File: config.mk
export PLATFORM = sky130hd
export DESIGN_NAME = sfp_ctrl
export DESIGN_NICKNAME = d
export VERILOG_FILES = /design/src/sfp_pkg.sv /design/src/sfp_flag.sv /design/src/sfp_ctrl.sv
export VERILOG_INCLUDE_DIRS = /design/src
export SDC_FILE = /design/constraint.sdc
export NUM_CORES = 1
export LEC_CHECK = 0
export ABC_AREA = 0
export BUFFER_PORTS_ARGS = -buffer_cell sky130_fd_sc_hd__buf_2
export CAP_MARGIN = 25
export CELL_PAD_IN_SITES_DETAIL_PLACEMENT = 2
export CELL_PAD_IN_SITES_GLOBAL_PLACEMENT = 2
export CORE_MARGIN = 4
export CORE_UTILIZATION = 38
export CTS_BUF_LIST = sky130_fd_sc_hd__clkbuf_4 sky130_fd_sc_hd__clkbuf_8
export DETAILED_ROUTE_END_ITERATION = 8
export PLACE_DENSITY = 0.92
export SLEW_MARGIN = 20
export SYNTH_ARGS = -nofsm -noshare
export SYNTH_HDL_FRONTEND = slang
export SYNTH_SLANG_ARGS = --single-unit
File: constraint.sdc
create_clock -name ref_clk_i -period 3 [get_ports ref_clk_i]
set_clock_uncertainty 0.15 [all_clocks]
set_input_delay 0.3 -clock ref_clk_i [delete_from_list [all_inputs] [get_ports ref_clk_i]]
set_output_delay 0.3 -clock ref_clk_i [all_outputs]
set_load 0.02 [all_outputs]
File: src/sfp_defs.svh
// Constants for the supply fault protection controller
`ifndef SFP_DEFS_SVH
`define SFP_DEFS_SVH

// Clock rate in kHz (40 MHz reference)
`define SFP_CLK_KHZ 40000
// Overload on window in ms
`define SFP_ON_MS 90
// Overload off window in ms
`define SFP_OFF_MS 900
// Derived cycle counts
`define SFP_ON_CYC (`SFP_ON_MS * `SFP_CLK_KHZ)
`define SFP_OFF_CYC (`SFP_OFF_MS * `SFP_CLK_KHZ)
// Internal tone carrier in Hz
`define SFP_TONE_HZ 22000
// Half period of the carrier in cycles, rounded down
`define SFP_TONE_HALF (`SFP_CLK_KHZ * 1000 / (2 * `SFP_TONE_HZ))
// Width of the output-level select field
`define SFP_LVL_W 4
// Reset value of the output-level field
`define SFP_LVL_RST 4'h0
// Window counter width
`define SFP_CNT_W 26
// Tone divider counter width
`define SFP_TDIV_W 10

`endif

File: src/sfp_pkg.sv
// Types for the supply fault protection controller
package sfp_pkg;
  // Overload limiter states
  typedef enum logic [1:0] {
    SFP_NORMAL,
    SFP_ON_WIN,
    SFP_OFF_WIN
  } sfp_ol_state_t;
endpackage

File: src/sfp_flag.sv
// Sticky diagnostic flag cleared by a status read once its cause is gone
`timescale 1ns/100ps
module sfp_flag (
  input wire logic ref_clk_i, // 40 MHz clock
  input wire logic rst_i,     // Async reset, active high
  input wire logic set_i,     // Event that sets the flag
  input wire logic cause_i,   // Underlying condition still active
  input wire logic read_i,    // Status read strobe
  output logic flag_o         // Latched flag
);
  logic flag;
  logic next_flag;

  // Set wins over a read clear; read only clears an inactive cause
  assign next_flag = set_i | (flag & ~(read_i & ~cause_i));
  assign flag_o = flag;

  // Flag storage
  always_ff @(posedge ref_clk_i or posedge rst_i) begin
    if (rst_i) begin
      flag <= 1'b0;
    end else begin
      flag <= next_flag;
    end
  end
endmodule

File: src/sfp_ctrl.sv
// Fault protection, recovery policy and tone gating for the LNB supply
`timescale 1ns/100ps
`include "sfp_defs.svh"
// How it works
// - Low supply sets flag, drives fault low
// - Select bit one is clamp, zero pulsed
// - Pulsed: 90 ms on, then 900 ms off
// - Overload flag set entering off window
// - Repeat off/on while overload persists
// - Clean on window resumes; flag clears on read
// - Clamp mode flags overload; read clears later
// - Restart bit one clears levels after overload
// - Restart bit zero re-enables output automatically
// - Over-temperature shuts converter, sets flag
// - Thermal restart one clears levels afterwards
// - Thermal restart zero re-enables automatically
// - Envelope mode gates internal 22 kHz carrier
// - External mode passes external tone through
// - Address pin picks one of two addresses
// - Flags latch until cause gone and read
// - Undervoltage ignores writes, zeroes data bits
// - No failure means all flags zero
module sfp_ctrl import sfp_pkg::*; #(
  parameter int ON_CYCLES = `SFP_ON_CYC,   // On window length in cycles
  parameter int OFF_CYCLES = `SFP_OFF_CYC, // Off window length in cycles
  parameter int TONE_HALF = `SFP_TONE_HALF // Carrier half period in cycles
) (
  input wire logic ref_clk_i,                   // 40 MHz clock
  input wire logic rst_i,                       // Async reset, active high
  input wire logic uvlo_i,                      // Supply below lockout
  input wire logic low_supply_i,                // Supply below low threshold
  input wire logic overload_i,                  // Current limit reached
  input wire logic overtemp_i,                  // Junction too hot
  input wire logic wr_i,                        // Host write strobe
  input wire logic [`SFP_LVL_W-1:0] lvl_wdata_i, // Written output level
  input wire logic pls_wdata_i,                 // Written pulsed-limit select
  input wire logic olr_wdata_i,                 // Written overload restart
  input wire logic thr_wdata_i,                 // Written thermal restart
  input wire logic ext_wdata_i,                 // Written external tone mode
  input wire logic ton_wdata_i,                 // Written tone on
  input wire logic status_rd_i,                 // Status read strobe
  input wire logic tone_gate_in_i,              // Tone gate pin
  input wire logic addr_sel_i,                  // Address select pin level
  output logic [`SFP_LVL_W-1:0] output_level_select_o, // Level field
  output logic pulsed_limit_select_o,           // Clamp (1) or pulsed (0)
  output logic overload_restart_mode_o,         // Overload restart policy
  output logic thermal_restart_mode_o,          // Thermal restart policy
  output logic external_tone_mode_o,            // Tone gate is a carrier
  output logic tone_on_o,                       // Tone enable bit
  output logic supply_low_flag_o,               // Latched low-supply flag
  output logic overload_flag_o,                 // Latched overload flag
  output logic overtemp_flag_o,                 // Latched over-temp flag
  output logic fault_out_n_o,                   // Fault pin, active low
  output logic power_en_o,                      // Converter and regulator on
  output logic tone_o,                          // Tone to output stage
  output logic addr_sel_o                       // Selected address, 1 = alt
);
  localparam logic [`SFP_CNT_W-1:0] ON_LAST = `SFP_CNT_W'(ON_CYCLES - 1);
  localparam logic [`SFP_CNT_W-1:0] OFF_LAST = `SFP_CNT_W'(OFF_CYCLES - 1);
  localparam logic [`SFP_TDIV_W-1:0] TONE_LAST = `SFP_TDIV_W'(TONE_HALF - 1);

  // Control bits written by the host
  logic [`SFP_LVL_W-1:0] lvl; // Output level field, zero means off
  logic pls; // Pulsed-limit select, one is clamp
  logic overload_restart_mode; // Overload restart policy
  logic thr; // Thermal restart policy
  logic ext; // Tone gate carries an external carrier
  logic ton; // Tone enable bit
  // Overload limiter
  sfp_ol_state_t ol_state;
  sfp_ol_state_t next_ol_state;
  logic [`SFP_CNT_W-1:0] win_cnt;
  logic [`SFP_CNT_W-1:0] next_win_cnt;
  logic ol_seen;     // Overload seen in current on window
  logic next_ol_seen;
  logic ol_prev;     // Overload condition last cycle
  logic ot_prev;     // Over-temp condition last cycle
  // Carrier generator
  logic [`SFP_TDIV_W-1:0] tdiv; // Half-period divider
  logic carrier; // Free-running internal carrier
  // Registered outputs
  logic tone; // Tone to output stage
  logic addr_sel; // Captured address pin
  logic power_en; // Converter and regulator enable

  // Decode wires
  wire on_done = (win_cnt == ON_LAST);
  wire off_done = (win_cnt == OFF_LAST);
  wire pulsed_mode = ~pls;
  wire in_off = pulsed_mode & (ol_state == SFP_OFF_WIN);
  // Condition behind the overload flag in either mode
  wire ol_cause = overload_i | (ol_state != SFP_NORMAL);
  wire ol_off_entry = (ol_state == SFP_ON_WIN) & on_done & (ol_seen | overload_i);
  wire ol_set = pulsed_mode ? ol_off_entry : overload_i;
  wire ol_removed = ol_prev & ~ol_cause & overload_restart_mode;
  wire ot_removed = ot_prev & ~overtemp_i & thr;
  // Either recovery under restart one empties the level field
  wire lvl_wipe = ol_removed | ot_removed;
  wire ext_gate = tone_gate_in_i;
  wire env_gate = tone_gate_in_i & carrier;
  wire tone_gate_ok = ext ? ext_gate : env_gate;
  // Tone only while powered; a dead output cannot carry it
  wire next_tone = ton & power_en & tone_gate_ok;
  // Status reads are ignored under lockout, like every other command
  wire rd_ok = status_rd_i & ~uvlo_i;
  // overload gone under restart zero, power returns by itself
  // heat gone under thermal restart zero, power returns by itself
  // The wipe cycle is masked so restart one never flashes the output on
  wire next_power_en = ~uvlo_i & ~overtemp_i & ~in_off & ~lvl_wipe &
                       (lvl != `SFP_LVL_RST);

  // Overload limiter next state
  always_comb begin
    next_ol_state = ol_state;
    next_win_cnt = win_cnt + `SFP_CNT_W'(1);
    next_ol_seen = ol_seen | overload_i;
    unique case (ol_state)
      SFP_NORMAL: begin
        next_win_cnt = '0;
        next_ol_seen = 1'b0;
        if (pulsed_mode & overload_i) begin
          next_ol_state = SFP_ON_WIN;
        end
      end
      SFP_ON_WIN: begin
        if (on_done) begin
          next_win_cnt = '0;
          next_ol_seen = 1'b0;
          if (ol_seen | overload_i) begin
            next_ol_state = SFP_OFF_WIN;
          end else begin
            next_ol_state = SFP_NORMAL;
          end
        end
      end
      SFP_OFF_WIN: begin
        next_ol_seen = 1'b0;
        if (off_done) begin
          next_win_cnt = '0;
          next_ol_state = SFP_ON_WIN;
        end
      end
      default: begin
        // Unused code: fall back to normal rather than lock up
        next_ol_state = SFP_NORMAL;
        next_win_cnt = '0;
      end
    endcase
    // Leaving pulsed mode aborts the cycle
    if (~pulsed_mode) begin
      next_ol_state = SFP_NORMAL;
      next_win_cnt = '0;
      next_ol_seen = 1'b0;
    end
  end

  // window counter on reference clock
  // One shared counter serves both windows, sized for the longer one
  always_ff @(posedge ref_clk_i or posedge rst_i) begin
    if (rst_i) begin
      ol_state <= SFP_NORMAL;
      win_cnt <= '0;
      ol_seen <= 1'b0;
    end else begin
      ol_state <= next_ol_state;
      win_cnt <= next_win_cnt;
      ol_seen <= next_ol_seen;
    end
  end

  // Cause history for recovery edge detection
  // Idle level is zero, matching reset, so no false recovery follows reset
  always_ff @(posedge ref_clk_i or posedge rst_i) begin
    if (rst_i) begin
      ol_prev <= 1'b0;
      ot_prev <= 1'b0;
    end else begin
      ol_prev <= ol_cause;
      ot_prev <= overtemp_i;
    end
  end

  // Host control bits; lockout holds them zero and drops writes
  always_ff @(posedge ref_clk_i or posedge rst_i) begin
    if (rst_i) begin
      lvl <= `SFP_LVL_RST;
      pls <= 1'b0;
      overload_restart_mode <= 1'b0;
      thr <= 1'b0;
      ext <= 1'b0;
      ton <= 1'b0;
    end else if (uvlo_i) begin
      lvl <= `SFP_LVL_RST;
      pls <= 1'b0;
      overload_restart_mode <= 1'b0;
      thr <= 1'b0;
      ext <= 1'b0;
      ton <= 1'b0;
    end else if (wr_i) begin
      // A host write wins over the wipe so a rewrite re-enables
      lvl <= lvl_wdata_i;
      pls <= pls_wdata_i;
      overload_restart_mode <= olr_wdata_i;
      thr <= thr_wdata_i;
      ext <= ext_wdata_i;
      ton <= ton_wdata_i;
    // Mode bits survive a recovery; only the level field is emptied
    end else if (lvl_wipe) begin
      lvl <= `SFP_LVL_RST;
    end
  end

  // internal 22 kHz carrier divider
  // Half period rounds down, so the carrier runs very slightly fast
  always_ff @(posedge ref_clk_i or posedge rst_i) begin
    if (rst_i) begin
      tdiv <= '0;
      carrier <= 1'b0;
    end else if (tdiv == TONE_LAST) begin
      tdiv <= '0;
      carrier <= ~carrier;
    end else begin
      tdiv <= tdiv + `SFP_TDIV_W'(1);
    end
  end

  always_ff @(posedge ref_clk_i or posedge rst_i) begin
    if (rst_i) begin
      tone <= 1'b0;
      power_en <= 1'b0;
      addr_sel <= 1'b0;
    end else begin
      tone <= next_tone;
      power_en <= next_power_en;
      addr_sel <= addr_sel_i;
    end
  end

  // sticky flags; read-clear only when cause inactive
  // flags reset low and rise only on a failure
  sfp_flag u_low (
    .ref_clk_i(ref_clk_i),
    .rst_i(rst_i),
    .set_i(low_supply_i),
    .cause_i(low_supply_i),
    .read_i(rd_ok),
    .flag_o(supply_low_flag_o)
  );
  // overload flag, set at off entry or on clamp
  sfp_flag u_ol (
    .ref_clk_i(ref_clk_i),
    .rst_i(rst_i),
    .set_i(ol_set),
    .cause_i(ol_cause),
    .read_i(rd_ok),
    .flag_o(overload_flag_o)
  );
  sfp_flag u_ot (
    .ref_clk_i(ref_clk_i),
    .rst_i(rst_i),
    .set_i(overtemp_i),
    .cause_i(overtemp_i),
    .read_i(rd_ok),
    .flag_o(overtemp_flag_o)
  );

  // fault pin follows low-supply flag
  // Pin stays low until the flag is read clear, so a short dip is not missed
  assign fault_out_n_o = ~supply_low_flag_o;
  // Control bits back to the host
  assign output_level_select_o = lvl;
  assign pulsed_limit_select_o = pls;
  assign overload_restart_mode_o = overload_restart_mode;
  assign thermal_restart_mode_o = thr;
  assign external_tone_mode_o = ext;
  assign tone_on_o = ton;
  assign power_en_o = power_en;
  assign tone_o = tone;
  assign addr_sel_o = addr_sel;
endmodule

==> flow_summary.ini <==
[run_status]
status = complete, no violations

[route]
num_vias = 2312
wl_microns = 9076
drtPass1Iterations = 4
viasPerCell = 5.492
routedWlPerCell_microns = 21.56
ant_nets = 0
drc = 0
drt_iter0_drc = 191

[sta]
fin_setup_tns_ns = 0
finalHoldViolations = 0
worstMarginPinSlew_ns = 0.7966
period_minus_slack_ns = 2.519
finalCritPeriodShare_pct = 83.97
fmax_mhz = 397.0
maxSlewHeadroom_pct = 46.53
setup_ws_ns = 0.4809
final-setup-viol-count = 0
slew_violations = 0
rsz0062_at_grt = false

[grt]
grt_antenna_before_repair = 0
grtUsageTotal_pct = 22.73
grt_max_degree = 58
grt_overflow = 0
grt_pass1_vias = 2647
grt_pass1_wl_microns = 14900

[worst_setup_path]
path_cells = nand3_2 > or4_4 > o41a_4 > o21ai_4 > buf_12 > nor2_1
critPathArrivalTime_ns = 2.60
max_stage_delay_ns = 0.53
endpoint_kind = flop
crit_family = compound AO/OA/AOI/OAI gates
cp.required_ns = 3.08
start_kind = flop
critPathKind = flop to flop
critPathMaxFanout = 18
critical-path-slowest-cell = o41a_4
critPathBufInv = 1

[cts]
worstSkewPairLatency_ns = 0.35
cts-root-buf = clkbuf_8
clkTransAtPathRegs_ns = 0.07
cts_tree = yes
cts_sinks = 57
cts_resized = 0
cts_max_path_buffers = 2
htreeDepth = 3
cts_buffers = 9

[power_and_ir_drop]
switchingPower_uw = 668.0
pwr-share-comb_pct = 21.4
p_leak_nw = 1.481
power_frac_seq_pct = 40.6
irDropWorstVdd_mv = 0.4660
swShare_pct = 31.46
p_per_area_nw_per_um2 = 642.3
power.total_mw = 2.123
p_int_mw = 1.455
clockPowerShare_pct = 38.0

[synthesis]
synthTopCellsByArea = dfrtp_1 (52%), nor2_1 (6.3%), xnor2_1 (4.8%)
yosysMostFrequentCell = dfrtp_1
synth_nets = 298
syn_area_per_cell_sq_um = 10.15
synth_area_leader_cell = dfrtp_1
synthFlopType = dfrtp_1
syn_inst = 272
syn-cell-area_sq_um = 2760
ys_types = 42
synth_edf_count = 0
seq_area_frac_synth_pct = 51.68
synth_seq_cells = 57
yosys_warnings = 0
synth_top_area_share_pct = 51.68
yosys-top-cells-count = dfrtp_1 (57), nor2_1 (46), nand2_1 (22)
async_flop_share_pct = 100.0

[final_layout]
nets = 346
fillers = 744
antenna_cells = 0
final_cells = 421
final_area_sq_um = 3306
area_growth_pct = 19.76
drive_above_1_share_pct = 19.08

[floorplan]
core_sq_um = 6907
ios = 35
dieArea_sq_um = 8691
initial_core_util_pct = 39.96
fp.dieW_microns = 93.23
rows = 30
die_h_microns = 93.23

[place]
dp_cells = 401
place_ws_ns = 0.5459
place_area_sq_um = 3052
gp_congestion = 0.8294
io_buffers = 34
place_hpwl_microns = 5927

[job]
maxCapViolCount = 0

[worst_hold_path]
min-delay-path-class = primary input to asynchronous set/reset pin
-- tightest hold or removal path, cell delays in order --
cell and delay (ns):
buf_2 0.11, inv_2 0.03, buf_4 0.57
-- cell type report --
cell class                 count  area (sq um)  area share (%)
timing repair buffer          41         245.2           7.419
clock buffer                  10         131.4           3.974
tap                           96         120.1           3.634
sequential                    57          1426           43.15
clock inverter                 6         82.58           2.498
inverter                      14         52.55           1.590
multi-input combinational    197          1247           37.74
-- metal layers --
metal  track usage, %  part of all wire, %  up-vias
met5                0                    0        -
met1            26.36                   40     1189
met3            4.666                  3.3       27
met4            10.99                  3.2        0
met2            39.73                   53       66
li1                 -                    -     1030
-- stage by stage --
stage / util (%) / hold slack, ns
final: 47.86 / 0.006798
after global routing: 47.86 / 0.03917
after CTS: 47.86 / 0.02601
after detailed placement: 44.18 / 0.2761
after global placement: 44.18 / 0.2584
after floorplan: - / 0.1814
-- layout by cell type (no fill, tap or decap), drive strengths merged, types with 10 or more instances in the layout --
| cell type | n |
|---|---|
| buf | 37 |
| xnor2 | 15 |
| dfrtp | 57 |
| o21ai | 11 |
| clkbuf | 10 |
| nor2 | 46 |
| nor3 | 11 |
| inv | 14 |
| nand3 | 17 |
| xor2 | 15 |
| nand2 | 22 |
-- power groups by stage --
stage / logic [mW] / clock network, mW / registers, mW
after floorplan: 0.281 / 0 / 0.883
after global placement: 0.400 / 0 / 0.867
after detailed placement: 0.438 / 0 / 0.875
after CTS: 0.460 / 0.818 / 0.861
after global routing: 0.495 / 0.871 / 0.868
final: 0.455 / 0.807 / 0.862
-- flip-flops by register name, summed over array words and instances (netlist names), 2 cells and up --
| register | flops |
|---|---|
| ol_state | 2 |
| output_level_select_o | 4 |
| tdiv | 10 |
| win_cnt | 26 |
-- cell families (layout without fill, tap and decap cells) --
family / after synthesis / in the layout / share of synthesized area [%]
AND/OR/NAND/NOR: 127 / 127 / 22.98
buffers and inverters: 18 / 71 / 3.128
adder cells (fa/ha/maj): 7 / 7 / 3.173
multiplexers: 5 / 5 / 1.813
AO/OA/AOI/OAI: 28 / 28 / 7.706
XOR/XNOR: 30 / 30 / 9.520
flip-flops: 57 / 57 / 51.68
-- path summary, 6_finish.rpt --
kind,start,to,slack [ns],depth (start not counted)
setup / recovery,win_cnt[9]$_DFF_PP0_,win_cnt[16]$_DFF_PP0_,0.48,6
hold / removal,rst_i,output_level_select_o[3]$_DFFE_PP0P_,0.007,3
setup reg to reg,win_cnt[9]$_DFF_PP0_,win_cnt[16]$_DFF_PP0_,0.48,6
hold reg to reg,tdiv[9]$_DFF_PP0_,tdiv[9]$_DFF_PP0_,0.36,1
max in group asynchronous,rst_i,win_cnt[16]$_DFF_PP0_,2.21,3
min in group ref_clk_i,lvl_wdata_i[1],output_level_select_o[1]$_DFFE_PP0P_,0.03,3
-- repair_timing --
item                                   4_1_cts  5_1_grt
buffers inserted                             0        0
hold buffers                                 4        0
endpoints found under the hold margin        4        0
Note: power is estimated with default switching activity, not from simulation.
